$ cat src/verilog/tdm_slice_consts.svh
// Purpose: constants for the tdm buffer configuration and underrun register slice
// Assumes: 32-bit AHB-Lite data, one aligned word per register
// Notes: register indices are the printed offsets; byte address is four times the index
`ifndef TDM_SLICE_CONSTS_SVH
`define TDM_SLICE_CONSTS_SVH

`define IDX_LOCAL_TO_TDM_XFER      16'h6024
`define IDX_TX_RING_CTRL_BASE      16'h6040
`define IDX_EXT_TO_INT_CTRL_BASE   16'h6042
`define IDX_TX_RING_BUFFER_BASE    16'h6044
`define IDX_RD_UNDERRUN_LOCATION   16'h6046
`define IDX_RD_UNDERRUN_COUNT      16'h6048
`define IDX_SLICE_CONTROL          16'h6050
`define ADDR_BITS                  18
`define ADDR_WORD_LSB              2

`define RST_REG16                  16'h0000
`define RST_SLICE_CONTROL          16'h0000

`define XF_FIRST_SLOT_MSB          6
`define XF_RSVD_BIT                7
`define XF_COUNT_MSB               14
`define XF_COUNT_LSB               8
`define XF_ENABLE_BIT              15

`define LEN_MSB                    3
`define LEN_MAX_CODE               4'h4
`define BASE_MSB                   15
`define BASE_LSB                   4

`define UL_SLOT_MSB                10
`define UL_SLOT_LSB                4
`define UL_STREAM_MSB              3

`define CTL_MEM_XFER_EN_BIT        0
`define CTL_OUT_EN_BIT             1
`define CTL_STREAM_MSB             15
`define CTL_STREAM_LSB             12

`define SLOT_LAST                  7'h7F
`define SLOT_ONE                   7'h01
`define CNT_ONE                    16'h0001
`define ENTRIES_MIN                12'h080

`endif

$ cat src/verilog/tdm_slice_pkg.sv
// Purpose: shared types for the tdm register slice
// Assumes: constants come from tdm_slice_consts.svh
// Notes: states are listed without codes
package tdm_slice_pkg;

  typedef enum logic [1:0] {
    BUS_IDLE,
    BUS_WRITE,
    BUS_READ
  } bus_phase_type;

  typedef struct packed {
    logic [15:0] xfer;
    logic [15:0] ring_ctrl;
    logic [15:0] ext_int;
    logic [15:0] ring_buf;
    logic [15:0] control;
  } cfg_regs_type;

endpackage

$ cat src/verilog/underrun_if.sv
// Purpose: carries underrun events and captured state between modules
// Assumes: single clock
// Notes: event is a one-cycle pulse
`timescale 1ns/1ps
interface underrun_if;
  logic        event_pulse;
  logic [6:0]  slot;
  logic [3:0]  stream;
  logic [10:0] location;
  logic [15:0] count;

  modport source (output event_pulse, output slot, output stream, input location, input count);
  modport tracker (input event_pulse, input slot, input stream, output location, output count);
endinterface

$ cat src/verilog/underrun_tracker.sv
// Purpose: captures last underrun location and counts underruns
// Assumes: one event per cycle at most
// Notes: counter wraps silently
`timescale 1ns/1ps
`include "tdm_slice_consts.svh"
module underrun_tracker (
  input  wire logic   sys_clk,
  input  wire logic   srst,
  underrun_if.tracker ur
);

  typedef struct packed {
    logic [10:0] location;
    logic [15:0] count;
  } tracker_state_type;

  tracker_state_type state_q;
  tracker_state_type state_d;

  always_comb
  begin
    state_d = state_q;
    if (ur.event_pulse)
    begin
      state_d.location = {ur.slot, ur.stream};
      state_d.count    = state_q.count + `CNT_ONE;
    end
  end

  always_ff @(posedge sys_clk)
  begin
    if (srst)
      state_q <= '0;
    else
      state_q <= state_d;
  end

  assign ur.location = state_q.location;
  assign ur.count    = state_q.count;

endmodule // underrun_tracker

$ cat src/verilog/tdm_buffer_config.sv
// Purpose: register slice for local-to-tdm insertion, ring structure bases and underrun capture
// Assumes: AHB-Lite slave, zero wait states, sys_clk 100 MHz, srst synchronous
// Notes: insert enable and slot count take effect at the next frame boundary; first slot and stream select apply at once
//
// Notes on behaviour
// - slot count field bits 14:8, minus one
// - insert enable substitutes 1-128 local slots
// - no transfer unless memory transfer enabled
// - inserted bytes driven only with outputs enabled
// - ring control length codes 0-4, 128-2048
// - ring control bits 15:4 give address 20:9
// - ext-int length codes 0-4, 128-2048 entries
// - ext-int bits 15:4 give address 20:9
// - ring buffer bits 15:4 give address 20:9
// - underrun stores slot 10:4, stream 3:0
// - underrun location bits 15:11 read zero
// - 16-bit counter increments per underrun
// - first-slot field picks output slot 0
// - stream select picks output stream
`timescale 1ns/1ps
`include "tdm_slice_consts.svh"
module tdm_buffer_config (
  input  wire logic        sys_clk,
  input  wire logic        srst,
  // AHB-Lite slave
  input  wire logic        hsel,
  input  wire logic [31:0] haddr,
  input  wire logic [1:0]  htrans,
  input  wire logic        hwrite,
  input  wire logic [2:0]  hsize,
  input  wire logic [31:0] hwdata,
  input  wire logic        hready,
  output logic      [31:0] hrdata,
  output logic             hreadyout,
  output logic             hresp,
  // tdm framing and data
  input  wire logic        frame_start,
  input  wire logic [6:0]  out_slot,
  input  wire logic [3:0]  out_stream,
  input  wire logic [7:0]  receive_reassembly_path,
  input  wire logic [7:0]  local_serial_input,
  input  wire logic        underrun_event,
  input  wire logic [6:0]  underrun_slot,
  input  wire logic [3:0]  underrun_stream,
  output logic      [7:0]  tdm_out_data,
  output logic             tdm_out_drive,
  output logic             local_slot_taken,
  // memory structure configuration
  output logic      [11:0] tx_ring_ctrl_entries,
  output logic      [20:0] tx_ring_ctrl_base_addr,
  output logic      [11:0] ext_int_ctrl_entries,
  output logic      [20:0] ext_int_ctrl_base_addr,
  output logic      [20:0] tx_ring_base_addr
);

  typedef struct packed {
    tdm_slice_pkg::bus_phase_type phase;
    logic [15:0]                  idx;
    tdm_slice_pkg::cfg_regs_type  cfg;
    logic                         ins_enable;
    logic [6:0]                   ins_count;
    logic [31:0]                  hrdata;
    logic [7:0]                   out_data;
    logic                         out_drive;
    logic                         slot_taken;
    logic [11:0]                  ring_entries;
    logic [20:0]                  ring_ctrl_addr;
    logic [11:0]                  ext_entries;
    logic [20:0]                  ext_addr;
    logic [20:0]                  buf_addr;
  } top_state_type;

  top_state_type state_q;
  top_state_type state_d;

  underrun_if ur ();

  assign ur.event_pulse = underrun_event;
  assign ur.slot        = underrun_slot;
  assign ur.stream      = underrun_stream;

  underrun_tracker u_tracker (
    .sys_clk (sys_clk),
    .srst    (srst),
    .ur      (ur)
  );

  // reserved codes decode to zero entries so downstream logic sees no table
  function automatic logic [11:0] length_entries(input logic [3:0] code);
    if (code > `LEN_MAX_CODE)
      length_entries = '0;
    else
      length_entries = `ENTRIES_MIN << code;
  endfunction

  // field at 15:4 becomes address bits 20:9
  function automatic logic [20:0] base_address(input logic [15:0] r);
    base_address = {r[`BASE_MSB:`BASE_LSB], 9'h000};
  endfunction

  function automatic logic [31:0] read_word(input logic [15:0] idx,
                                            input tdm_slice_pkg::cfg_regs_type c,
                                            input logic [10:0] loc,
                                            input logic [15:0] cnt);
    case (idx)
      `IDX_LOCAL_TO_TDM_XFER:    read_word = {16'h0000, c.xfer};
      `IDX_TX_RING_CTRL_BASE:    read_word = {16'h0000, c.ring_ctrl};
      `IDX_EXT_TO_INT_CTRL_BASE: read_word = {16'h0000, c.ext_int};
      `IDX_TX_RING_BUFFER_BASE:  read_word = {16'h0000, c.ring_buf};
      `IDX_RD_UNDERRUN_LOCATION: read_word = {21'h000000, loc};
      `IDX_RD_UNDERRUN_COUNT:    read_word = {16'h0000, cnt};
      `IDX_SLICE_CONTROL:        read_word = {16'h0000, c.control};
      default:                   read_word = 32'h00000000;
    endcase
  endfunction

  logic        mem_xfer_en;
  logic        outputs_en;
  logic [6:0]  first_slot;
  logic [6:0]  slot_offset;
  logic        in_window;
  logic        stream_hit;

  always_comb
  begin
    mem_xfer_en = state_q.cfg.control[`CTL_MEM_XFER_EN_BIT];
    outputs_en  = state_q.cfg.control[`CTL_OUT_EN_BIT];
    first_slot  = state_q.cfg.xfer[`XF_FIRST_SLOT_MSB:0];
    slot_offset = out_slot - first_slot;
    in_window   = (slot_offset <= state_q.ins_count);
    stream_hit  = (out_stream == state_q.cfg.control[`CTL_STREAM_MSB:`CTL_STREAM_LSB]);
  end

  always_comb
  begin
    state_d = state_q;

    // address phase capture; data phase handled next cycle
    state_d.phase = tdm_slice_pkg::BUS_IDLE;
    if (hsel && hready && htrans[1])
    begin
      state_d.idx   = haddr[`ADDR_BITS-1:`ADDR_WORD_LSB];
      state_d.phase = hwrite ? tdm_slice_pkg::BUS_WRITE : tdm_slice_pkg::BUS_READ;
      if (!hwrite)
        state_d.hrdata = read_word(haddr[`ADDR_BITS-1:`ADDR_WORD_LSB], state_q.cfg, ur.location, ur.count);
    end

    case (state_q.phase)
      tdm_slice_pkg::BUS_WRITE:
      begin
        case (state_q.idx)
          `IDX_LOCAL_TO_TDM_XFER:    state_d.cfg.xfer      = hwdata[15:0];
          `IDX_TX_RING_CTRL_BASE:    state_d.cfg.ring_ctrl = hwdata[15:0];
          `IDX_EXT_TO_INT_CTRL_BASE: state_d.cfg.ext_int   = hwdata[15:0];
          `IDX_TX_RING_BUFFER_BASE:  state_d.cfg.ring_buf  = hwdata[15:0];
          `IDX_SLICE_CONTROL:        state_d.cfg.control   = hwdata[15:0];
          default:                   state_d.cfg           = state_q.cfg;
        endcase
      end
      tdm_slice_pkg::BUS_READ:  state_d.cfg = state_q.cfg;
      tdm_slice_pkg::BUS_IDLE:  state_d.cfg = state_q.cfg;
      default:                  state_d.cfg = state_q.cfg;
    endcase

    if (frame_start)
    begin
      state_d.ins_enable = state_q.cfg.xfer[`XF_ENABLE_BIT];
      state_d.ins_count  = state_q.cfg.xfer[`XF_COUNT_MSB:`XF_COUNT_LSB];
    end

    state_d.ring_entries   = length_entries(state_q.cfg.ring_ctrl[`LEN_MSB:0]);
    state_d.ring_ctrl_addr = base_address(state_q.cfg.ring_ctrl);
    state_d.ext_entries    = length_entries(state_q.cfg.ext_int[`LEN_MSB:0]);
    state_d.ext_addr       = base_address(state_q.cfg.ext_int);
    state_d.buf_addr       = base_address(state_q.cfg.ring_buf);

    // substitution for the current slot
    state_d.slot_taken = state_q.ins_enable && mem_xfer_en && stream_hit && in_window;
    state_d.out_data   = state_d.slot_taken ? local_serial_input : receive_reassembly_path;
    state_d.out_drive  = mem_xfer_en && outputs_en;
  end

  always_ff @(posedge sys_clk)
  begin
    if (srst)
    begin
      state_q               <= '0;
      state_q.phase         <= tdm_slice_pkg::BUS_IDLE;
      state_q.cfg.xfer      <= `RST_REG16;
      state_q.cfg.ring_ctrl <= `RST_REG16;
      state_q.cfg.ext_int   <= `RST_REG16;
      state_q.cfg.ring_buf  <= `RST_REG16;
      state_q.cfg.control   <= `RST_SLICE_CONTROL;
    end
    else
      state_q <= state_d;
  end

  assign hrdata                 = state_q.hrdata;
  assign hreadyout              = 1'b1;
  assign hresp                  = 1'b0;
  assign tdm_out_data           = state_q.out_data;
  assign tdm_out_drive          = state_q.out_drive;
  assign local_slot_taken       = state_q.slot_taken;
  assign tx_ring_ctrl_entries   = state_q.ring_entries;
  assign tx_ring_ctrl_base_addr = state_q.ring_ctrl_addr;
  assign ext_int_ctrl_entries   = state_q.ext_entries;
  assign ext_int_ctrl_base_addr = state_q.ext_addr;
  assign tx_ring_base_addr      = state_q.buf_addr;

endmodule // tdm_buffer_config

$ cat config.mk
export PLATFORM = sky130hd
export DESIGN_NAME = tdm_buffer_config
export DESIGN_NICKNAME = d
export VERILOG_FILES = /design/src/verilog/tdm_slice_pkg.sv /design/src/verilog/underrun_if.sv /design/src/verilog/underrun_tracker.sv /design/src/verilog/tdm_buffer_config.sv
export VERILOG_INCLUDE_DIRS = /design/src /design/src/verilog
export SDC_FILE = /design/constraint.sdc
export NUM_CORES = 1
export LEC_CHECK = 0
export BUFFER_PORTS_ARGS = -buffer_cell sky130_fd_sc_hd__buf_4
export CELL_PAD_IN_SITES_DETAIL_PLACEMENT = 2
export CELL_PAD_IN_SITES_GLOBAL_PLACEMENT = 2
export CORE_MARGIN = 2
export CORE_UTILIZATION = 29
export DETAILED_ROUTE_END_ITERATION = 12
export GPL_TIMING_DRIVEN = 1
export PLACE_DENSITY = 0.79
export SYNTH_ARGS = -nofsm -noshare
export SYNTH_HDL_FRONTEND = slang
export SYNTH_SLANG_ARGS = --single-unit
$ cat constraint.sdc
create_clock -name sys_clk -period 3.6 [get_ports sys_clk]
set_input_delay 0.36 -clock sys_clk [delete_from_list [all_inputs] [get_ports sys_clk]]
set_output_delay 0.36 -clock sys_clk [all_outputs]
set_load 0.03 [all_outputs]
==> impl_metrics.env, run 1 <==
export IMPL_synth_most_common_cell="dfxtp_1"
export IMPL_ant_nets=0
export IMPL_switching_share_pct=24.95
export IMPL_wl_um=30510
export IMPL_core_rowCount=66
export IMPL_async_flop_share_pct=0
export IMPL_crit_required_ps=4050
export IMPL_antenna_found_initial=2
export IMPL_vias=7510
export IMPL_ys_flop_type="dfxtp_1"
export IMPL_n_antenna_cell=0
export IMPL_status="complete, no violations"
export IMPL_fin_setup_tns_ps=0
export IMPL_arrival_ps=3720
export IMPL_yosys_area_top_type="dfxtp_1"
export IMPL_cts_tree="yes"
export IMPL_tightest_slew_ps=970.3
export IMPL_slowest_stage="or4b_2"
export IMPL_yosysWarnings=0
export IMPL_hp_class="input port to flip-flop"
export IMPL_layout_drive_gt1_share_pct=20.21
export IMPL_die_width_um=186.7
export IMPL_io_buffers=149
export IMPL_synthTopCellsByArea="dfxtp_1 42%, mux2i_1 11%, buf_4 10%"
export IMPL_cts_root_buf="clkbuf_16"
export IMPL_drc=0
export IMPL_powerDensity_nw_per_um2=470.6
export IMPL_syn_area_um2=9676
export IMPL_power_frac_seq_pct=43.0
export IMPL_fin_crit_ps=3267
export IMPL_synth_distinct_cells=54
export IMPL_slew_headroom_pct=35.04
export IMPL_hpwlAfterDp_um=22270
export IMPL_drv_cap=0
export IMPL_clk_pin_slew_ps=60
export IMPL_crit_path_end_kind="flip-flop"
export IMPL_h_tree_depth=1
export IMPL_startpoint_type="flip-flop"
export IMPL_synth_edf_count=0
export IMPL_synth_seq_area_share_pct=42.42
export IMPL_grt_max_degree=129
export IMPL_clock_power_share_pct=49.7
export IMPL_power_mw=5.365
export IMPL_preCtsSetupSlack_ps=161.7
export IMPL_cp_common_cell="a21oi_1"
export IMPL_dieArea_um2=34840
export IMPL_postCtsHoldBufs=0
export IMPL_leakagePower_nw=4.801
export IMPL_grt_usage_pct=17.20
export IMPL_internal_power_mw=4.027
export IMPL_drv_slew=0
export IMPL_nets=1262
export IMPL_first_iter_violations=335
export IMPL_die_height_um=186.7
export IMPL_fin_crit_sh_pct=90.75
export IMPL_grt_pass1_vias=8069
export IMPL_max_freq_mhz=306.1
export IMPL_crit_path_cell_trace="inv_1 -> ha_1 -> nor2b_1 -> o21ai_1 -> a21boi_1 -> or4b_2 -> nand3_1 -> ha_1 -> a21o_1 -> a21oi_1 -> a21oi_1 -> a21oi_1 -> buf_6 -> mux2i_1"
export IMPL_syn_to_final_growth_pct=17.85
export IMPL_clk_insertion_delay_late_ps=540
export IMPL_whs_ps=58.18
export IMPL_setup_violations=0
export IMPL_postSynthAreaPerCell_um2=9.094
export IMPL_rsz0062_at_grt="no"
export IMPL_drt_pass1_iter_count=4
export IMPL_final_hold_violation_count=0
export IMPL_slowest_delay_ps=620
export IMPL_p_sw_mw=1.338
export IMPL_clkSinkCount=205
export IMPL_fin_worst_skew_ps=29.48
export IMPL_core_area_um2=32700
export IMPL_ys_seq_elements=205
export IMPL_via_per_inst=4.708
export IMPL_worst_slack_ps=333.1
export IMPL_cts_buffers=26
export IMPL_routedWlPerCell_um=19.13
export IMPL_syn_inst=1064
export IMPL_pwr_share_comb_pct=7.3
export IMPL_grt_first_pass_wirelength_um=47320
export IMPL_ios=245
export IMPL_synth_top_cell_area_share_pct=42.42
export IMPL_irDropWorstVdd_v=0.0003485
export IMPL_path_class="flip-flop to flip-flop"
export IMPL_cts_buffer_depth=3
export IMPL_synthTopCellsByCount="205 x dfxtp_1, 129 x buf_4, 108 x mux2i_1"
export IMPL_start_util_pct=29.59
export IMPL_path_max_fanout=9
export IMPL_gp_congestion=0.7641
export IMPL_grt_overflow=0
-- cell usage in the layout, fill, tap and decap left out, types with 14 or more instances in the layout --
master | synthesis | final
clkbuf_16 | 0 | 26
nand2_1 | 75 | 75
nand2b_1 | 53 | 53
a21oi_1 | 49 | 49
and3_1 | 21 | 21
nor3_1 | 15 | 15
nor2_1 | 82 | 82
inv_1 | 43 | 43
o21ai_0 | 17 | 16
nor2b_1 | 20 | 19
mux2i_1 | 108 | 108
dfxtp_1 | 205 | 205
ha_1 | 14 | 14
buf_4 | 129 | 164
conb_1 | 2 | 59
a22o_1 | 16 | 16
nand3_1 | 41 | 41
-- stage by stage --
| stage | utilization, % | instances | area (um^2) |
|---|---|---|---|
| finish | 34.87 | 1595 | 11400 |
| global route | 34.87 | 1595 | 11400 |
| detailed placement | 32.14 | 1547 | 10510 |
| CTS | 34.86 | 1595 | 11400 |
| floorplan | - | 1121 | 9889 |
| global placement | 32.14 | 1547 | 10510 |
-- worst paths after layout --
path | cells after the start | startpoint | to | slack, ps
setup / recovery | 14 | first_slot[1]$_SDFFE_PP0P_ | tdm_out_data[2]$_SDFF_PP0_ | 330
hold / removal | 3 | underrun_slot[5] | u_tracker.ur.location[9]$_SDFFE_PP0P_ | 60
setup reg to reg | 14 | first_slot[1]$_SDFFE_PP0P_ | tdm_out_data[2]$_SDFF_PP0_ | 330
hold reg to reg | 2 | state_q[226]$_SDFFE_PP0P_ | state_q[226]$_SDFFE_PP0P_ | 460
-- layer usage --
metal	track usage [%]	routed length, um	vias up	share of wire, %
met4	4.121	687	0	2.3
met5	0	0	-	0
met1	21.66	13390	3740	44
met3	2.295	1267	41	4.2
li1	-	-	3556	-
met2	30.97	15160	173	50
-- area by class of cell --
class / instances / area [um^2]
sequential: 205 / 4104
clock buffer: 33 / 696.9
tap: 442 / 553.0
clock inverter: 15 / 190.2
multi-input combinational: 691 / 4434
fill: 3704 / 21300
timing repair buffer: 166 / 1262
inverter: 43 / 161.4
-- worst max-delay path, delay by kind of cell, from the launching register on --
family                     cells  cell delay, ps
muxes                          1             200
and+or+nand+nor                3             880
DFF                            1             390
AOI/OAI and AO/OA              6             940
buffers and inverters          2             270
adders and majority gates      2             520
-- state kept, by name, summed over array words and instances (netlist names) --
| register | count |
|---|---|
| mem_xfer_en | 1 |
| u_tracker.ur.location | 11 |
| ext_int_ctrl_entries | 5 |
| ext_int_ctrl_base_addr | 12 |
| tdm_out_data | 8 |
| state_q | 61 |
| local_slot_taken | 1 |
| hrdata | 16 |
| state_d | 36 |
| tx_ring_base_addr | 12 |
| tdm_out_drive | 1 |
| first_slot | 7 |
| tx_ring_ctrl_base_addr | 12 |
| tx_ring_ctrl_entries | 5 |
| outputs_en | 1 |
| u_tracker.ur.count | 16 |
-- power groups by stage --
stage	Sequential (mW)	Clock, mW	Combinational, mW
floorplan	2.35	0	0.301
global placement	2.35	0	0.382
detailed placement	2.36	0	0.392
CTS	2.31	2.73	0.394
global route	2.31	2.83	0.425
finish	2.31	2.67	0.393
-- cells by family after synthesis --
logic type                 share of synthesized area, %
muxes                                             11.17
DFF                                               42.42
buffers and inverters                             14.21
and+or+nand+nor                                   20.04
xor gates and xnor gates                          1.720
AOI/OAI and AO/OA                                 8.341
other                                           0.07762
adders and majority gates                         2.017
-- what timing repair did --
item                       in CTS  in global routing
setup endpoints to repair       0                  9
resized for setup               0                  3
setup buffers                   0                  0
(Power assumes the default switching activity.)
==> inputs of run 2 (changes only) <==
SYNTH_HIERARCHICAL = 1   (was default)
==> impl_metrics.env, run 2 <==
export IMPL_p_sw_mw=1.299
export IMPL_hpwlAfterDp_um=23180
export IMPL_synth_top_cell_area_share_pct=42.58
export IMPL_syn_inst=1064
export IMPL_crit_family="compound AO/OA/AOI/OAI gates"
export IMPL_power_mw=5.329
export IMPL_met3_length_um=1833
export IMPL_place_inst=1539
export IMPL_via_per_inst=4.872
export IMPL_cts_buffer_depth=3
export IMPL_antenna_found_initial=1
export IMPL_h_tree_depth=1
export IMPL_path_buf_inv=2
export IMPL_io_buffers=149
export IMPL_gp_congestion=0.8106
export IMPL_start_util_pct=29.55
export IMPL_clock_power_share_pct=49.4
export IMPL_drc=0
export IMPL_slew_headroom_pct=32.93
export IMPL_rsz0062_at_grt="no"
export IMPL_clkSinkCount=205
export IMPL_final_hold_violation_count=0
export IMPL_status="complete, no violations"
export IMPL_layout_drive_gt1_share_pct=19.79
export IMPL_hp_class="input port to flip-flop"
export IMPL_grt_max_degree=71
export IMPL_top_layer="met4"
export IMPL_drt_pass1_iter_count=6
export IMPL_async_flop_share_pct=0
export IMPL_fin_crit_ps=3289
export IMPL_synth_most_common_cell="dfxtp_1"
export IMPL_internal_power_mw=4.030
export IMPL_fin_worst_skew_ps=17.36
export IMPL_syn_to_final_growth_pct=17.21
export IMPL_crit_path_cell_trace="inv_1 -> ha_1 -> nor2b_1 -> o21ai_0 -> a21boi_1 -> or4b_2 -> nand3_1 -> ha_1 -> a21o_1 -> a21oi_1 -> a21oi_1 -> a21oi_2 -> buf_12 -> mux2i_1"
export IMPL_largest_reg_flops=61
export IMPL_core_area_um2=32620
export IMPL_path_max_fanout=9
export IMPL_slowest_stage="or4b_2"
export IMPL_ant_nets=0
export IMPL_drv_cap=0
export IMPL_leakagePower_nw=4.609
export IMPL_ios=245
export IMPL_tightest_slew_ps=1006
export IMPL_power_frac_seq_pct=43.3
export IMPL_first_iter_violations=395
export IMPL_drv_slew=0
export IMPL_syn_area_um2=9638
export IMPL_setup_violations=0
export IMPL_die_width_um=186.3
export IMPL_grt_overflow=0
export IMPL_clk_insertion_delay_late_ps=520
export IMPL_switching_share_pct=24.38
export IMPL_routedWlPerCell_um=19.60
export IMPL_synthTopCellsByCount="205 x dfxtp_1, 130 x buf_4, 106 x nor2_1"
export IMPL_synth_seq_area_share_pct=42.58
export IMPL_cts_root_buf="clkbuf_16"
export IMPL_final_common_cell="dfxtp_1"
export IMPL_dr_wl_met2_um=14920
export IMPL_utilization_pct=34.63
export IMPL_cts_buffers=25
export IMPL_grt_usage_pct=17.38
export IMPL_arrival_ps=3730
export IMPL_n_antenna_cell=0
export IMPL_finalNonFillerCells=1584
export IMPL_yosys_area_top_type="dfxtp_1"
export IMPL_pwr_share_comb_pct=7.4
export IMPL_cts_tree="yes"
export IMPL_path_class="flip-flop to flip-flop"
export IMPL_dieArea_um2=34710
export IMPL_powerDensity_nw_per_um2=471.7
export IMPL_die_height_um=186.3
export IMPL_whs_ps=74.37
export IMPL_fin_crit_sh_pct=91.35
export IMPL_regMostFlops="state_q"
export IMPL_crit_path_end_kind="flip-flop"
export IMPL_cts_setup_buffers=0
export IMPL_grt_pass1_vias=8103
export IMPL_wl_um=31050
export IMPL_synth_edf_count=0
export IMPL_met1_length_um=13800
export IMPL_yosysWarnings=6
export IMPL_crit_required_ps=4040
export IMPL_synth_distinct_cells=59
export IMPL_ys_flop_type="dfxtp_1"
export IMPL_mostFrequentLayoutCells="205 x dfxtp_1, 162 x buf_4, 106 x nor2_1, 92 x mux2i_1, 84 x nand2_1"
export IMPL_postSynthAreaPerCell_um2=9.058
export IMPL_slowest_delay_ps=610
export IMPL_fin_setup_tns_ps=0
export IMPL_clk_pin_slew_ps=60
export IMPL_nets=1253
export IMPL_grt_first_pass_wirelength_um=47940
export IMPL_synthTopCellsByArea="dfxtp_1 43%, buf_4 10%, mux2i_1 9.6%"
export IMPL_startpoint_type="flip-flop"
export IMPL_ys_seq_elements=205
export IMPL_irDropWorstVdd_v=0.0003056
export IMPL_max_freq_mhz=304.1
export IMPL_core_rowCount=66
export IMPL_vias=7718
[run 2: layer usage]
layer | GRT usage [%] | up-vias
met5 | 0 | -
met4 | 4.000 | 0
met3 | 3.461 | 36
met2 | 29.45 | 233
met1 | 22.74 | 3830
li1 | - | 3619
[run 2: worst paths after layout]
| check | cells past startpoint | slack (ps) | endpoint | start |
|---|---|---|---|---|
| worst max-delay path | 14 | 310 | tdm_out_data[0]$_SDFF_PP0_ | first_slot[1]$_SDFFE_PP0P_ |
| worst min-delay path | 2 | 70 | state_q[234]$_SDFF_PP0_ | hwrite |
| worst max register to register | 14 | 310 | tdm_out_data[0]$_SDFF_PP0_ | first_slot[1]$_SDFFE_PP0P_ |
| worst min register to register | 2 | 450 | state_q[230]$_SDFFE_PP0P_ | state_q[230]$_SDFFE_PP0P_ |
[run 2: stage by stage]
stage / cell area [um^2] / worst slack (ps)
2_1_floorplan: 9852 / 208.9
3_3_place_gp: 10440 / 230.6
3_5_place_dp: 10440 / 55.64
4_1_cts: 11290 / 165.3
5_1_grt: 11300 / 41.36
6_report: 11300 / 311.3
[run 2: layout make-up]
| cell class | instances | area [um^2] |
|---|---|---|
| Clock buffer | 36 | 726.9 |
| Fill cell | 3679 | 21320 |
| Sequential cell | 205 | 4104 |
| Inverter | 18 | 67.56 |
| Timing Repair Buffer | 164 | 1247 |
| Tap cell | 442 | 553.0 |
| Clock inverter | 9 | 130.1 |
| Multi-Input combinational cell | 710 | 4468 |
[run 2: cells by family (layout without fill, tap and decap cells)]
kind of cell / Yosys count / count (layout) / synth area share [%]
AO/OA/AOI/OAI: 150 / 150 / 10.33
XOR/XNOR: 16 / 16 / 1.454
adder cells (fa/ha/maj): 15 / 15 / 2.025
buffers and inverters: 206 / 227 / 13.32
flip-flops: 205 / 205 / 42.58
multiplexers: 96 / 96 / 10.02
other: 2 / 59 / 0.07792
AND/OR/NAND/NOR: 374 / 374 / 20.19
[run 2: power by group through the flow]
stage	Clock, mW	Combinational [mW]	Sequential [mW]
floorplan	0	0.297	2.35
global placement	0	0.381	2.36
detailed placement	0	0.392	2.36
CTS	2.69	0.394	2.31
global route	2.79	0.426	2.31
finish	2.63	0.393	2.31
[run 2: timing repair]
item                       4_1_cts  5_1_grt
gates resized for setup          0        2
setup endpoints to repair        0        9
hold buffers                     0        0
[run 2: worst reg2reg max path, cell delays in order, from the launching register on]
cell      delay (ps)
dfxtp_1          320
inv_1             50
ha_1             270
nor2b_1          130
o21ai_0          220
a21boi_1         150
or4b_2           610
nand3_1          120
ha_1             250
a21o_1           190
a21oi_1          220
a21oi_1          120
a21oi_2          190
buf_12           170
mux2i_1          220
==> inputs of run 3 (changes only) <==
CORE_MARGIN = default   (was 2)
CTS_CLUSTER_DIAMETER = 100   (was default)
==> impl_metrics.env, run 3 (synthesized netlist as in run 2, its figures left out) <==
export IMPL_antenna_found_initial=0
export IMPL_final_common_cell="dfxtp_1"
export IMPL_timing_rr_start="first_slot[1]$_SDFFE_PP0P_"
export IMPL_fin_setup_tns_ps=0
export IMPL_fin_crit_sh_pct=94.19
export IMPL_cts_tree="yes"
export IMPL_hp_class="input port to flip-flop"
export IMPL_nets=1251
export IMPL_cts_root_buf="clkbuf_16"
export IMPL_wl_um=30700
export IMPL_power_frac_seq_pct=43.5
export IMPL_arrival_ps=3820
export IMPL_grt_pass1_vias=8137
export IMPL_n_antenna_cell=0
export IMPL_drc=0
export IMPL_hpwlAfterDp_um=22620
export IMPL_regMostFlops="state_q"
export IMPL_cp_startpoint="first_slot[1]$_SDFFE_PP0P_"
export IMPL_start_util_pct=29.55
export IMPL_final_hold_violation_count=0
export IMPL_max_freq_mhz=294.9
export IMPL_crit_required_ps=4030
export IMPL_power_mw=5.303
export IMPL_status="complete, no violations"
export IMPL_io_buffers=149
export IMPL_startpoint_type="flip-flop"
export IMPL_clk_insertion_delay_late_ps=510
export IMPL_crit_family="compound AO/OA/AOI/OAI gates"
export IMPL_clkSinkCount=205
export IMPL_ant_nets=0
export IMPL_drv_slew=0
export IMPL_vias=7693
export IMPL_first_iter_violations=473
export IMPL_cp_depth=14
export IMPL_p_sw_mw=1.242
export IMPL_r2r_slack_ps=210
export IMPL_largest_reg_flops=61
export IMPL_r2r_end="tdm_out_data[4]$_SDFF_PP0_"
export IMPL_grt_usage_pct=17.74
export IMPL_dieArea_um2=33970
export IMPL_tightest_slew_ps=1019
export IMPL_layout_drive_gt1_share_pct=19.86
export IMPL_irDropWorstVdd_v=0.0002619
export IMPL_fin_worst_skew_ps=7.807
export IMPL_cp_endpoint="tdm_out_data[4]$_SDFF_PP0_"
export IMPL_grt_use_met2_pct=30.75
export IMPL_grt_first_pass_wirelength_um=46730
export IMPL_cts_setup_buffers=0
export IMPL_routedWlPerCell_um=19.43
export IMPL_r2r_worst_path_cells=14
export IMPL_mostFrequentLayoutCells="205 x dfxtp_1, 162 x buf_4, 106 x nor2_1, 92 x mux2i_1, 84 x nand2_1"
export IMPL_pwr_share_comb_pct=7.4
export IMPL_cts_buffer_depth=3
export IMPL_die_height_um=184.3
export IMPL_slew_headroom_pct=32.07
export IMPL_h_tree_depth=1
export IMPL_core_rowCount=66
export IMPL_preCtsSetupSlack_ps=55.30
export IMPL_worst_slack_ps=209.2
export IMPL_switching_share_pct=23.41
export IMPL_whs_ps=83.29
export IMPL_grtUsageMet1_pct=23.23
export IMPL_path_buf_inv=2
export IMPL_rsz0062_at_grt="no"
export IMPL_grt_overflow=0
export IMPL_clk_pin_slew_ps=60
export IMPL_drv_cap=0
export IMPL_ios=245
export IMPL_core_area_um2=32620
export IMPL_gp_congestion=0.8292
export IMPL_grt_max_degree=80
export IMPL_powerDensity_nw_per_um2=469.9
export IMPL_internal_power_mw=4.061
export IMPL_via_per_inst=4.869
export IMPL_path_class="flip-flop to flip-flop"
export IMPL_clock_power_share_pct=49.1
export IMPL_drt_pass1_iter_count=5
export IMPL_path_max_fanout=9
export IMPL_grt_busiest_layer="met2"
export IMPL_cts_buffers=23
export IMPL_utilization_pct=34.60
export IMPL_leakagePower_nw=4.611
export IMPL_slowest_stage="or4b_2"
export IMPL_grtUsageMet3_pct=2.292
export IMPL_syn_to_final_growth_pct=17.10
export IMPL_slowest_delay_ps=630
export IMPL_fin_crit_ps=3391
export IMPL_crit_path_end_kind="flip-flop"
export IMPL_setup_violations=0
export IMPL_die_width_um=184.3
export IMPL_crit_path_cell_trace="inv_1 -> ha_1 -> nor2b_1 -> o21ai_0 -> a21boi_0 -> or4b_2 -> nand3_1 -> ha_1 -> a21o_1 -> a21oi_1 -> a21oi_1 -> a21oi_2 -> buf_12 -> mux2i_1"
[run 3: cell types whose count changed in the layout (fill, tap and decap cells not counted), sizes merged]
cell,change
clkinvlp,-1
inv,-1
bufinv,+2
clkinv,+2
clkbuf,-6
[run 3: through the flow]
| step | cells | area [um^2] |
|---|---|---|
| after floorplan | 1121 | 9852 |
| after detailed placement | 1539 | 10440 |
| after CTS | 1580 | 11280 |
| final | 1580 | 11290 |
| after global placement | 1539 | 10440 |
| after global routing | 1580 | 11290 |
[run 3: worst register-to-register path: stages, from the launching register on]
cell and delay (ps):
dfxtp_1 340, inv_1 60, ha_1 280, nor2b_1 130, o21ai_0 220, a21boi_0 210
or4b_2 640, nand3_1 120, ha_1 250, a21o_1 180, a21oi_1 190, a21oi_1 120
a21oi_2 210, buf_12 170, mux2i_1 200
[run 3: worst min path at each step]
stage | from | to | slack (ps) | depth (start not counted)
6_report | hwrite | state_q[234]$_SDFF_PP0_ | 80 | 2
2_1_floorplan | outputs_en$_SDFFE_PP0P_ | tdm_out_drive$_SDFF_PP0_ | 430 | 2
4_1_cts | hwrite | state_q[234]$_SDFF_PP0_ | 70 | 2
3_5_place_dp | state_q[226]$_SDFFE_PP0P_ | state_q[226]$_SDFFE_PP0P_ | 460 | 2
5_1_grt | hwrite | state_q[234]$_SDFF_PP0_ | 80 | 2
3_3_place_gp | state_q[231]$_SDFFE_PP0P_ | state_q[231]$_SDFFE_PP0P_ | 440 | 2
[run 3: power by group through the flow]
stage / Clock [mW] / Combinational [mW] / Sequential (mW)
after detailed placement: 0 / 0.391 / 2.36
after CTS: 2.68 / 0.393 / 2.31
final: 2.60 / 0.392 / 2.31
after floorplan: 0 / 0.297 / 2.35
after global routing: 2.76 / 0.421 / 2.31
after global placement: 0 / 0.381 / 2.36
[run 3: area by class of cell]
| class | instances | area, um^2 |
|---|---|---|
| fillers | 3686 | 21330 |
| multi-input cells | 710 | 4468 |
| flip-flops and latches | 205 | 4104 |
| repair buffers | 164 | 1247 |
| clock buffers | 30 | 661.9 |
| well taps | 442 | 553.0 |
| clock inverters | 11 | 183.9 |
| inverters | 18 | 67.56 |
[run 3: what timing repair did]
action,4_1_cts,5_1_grt
gates resized for setup,0,1
endpoints found under the hold margin,0,0
hold buffers,0,0
endpoints found under the setup margin,0,6
[run 3: metal layers]
metal	wire [um]	up-vias
li1	-	3611
met1	13940	3838
met2	14730	210
met3	1588	34
met4	439	0
met5	0	-
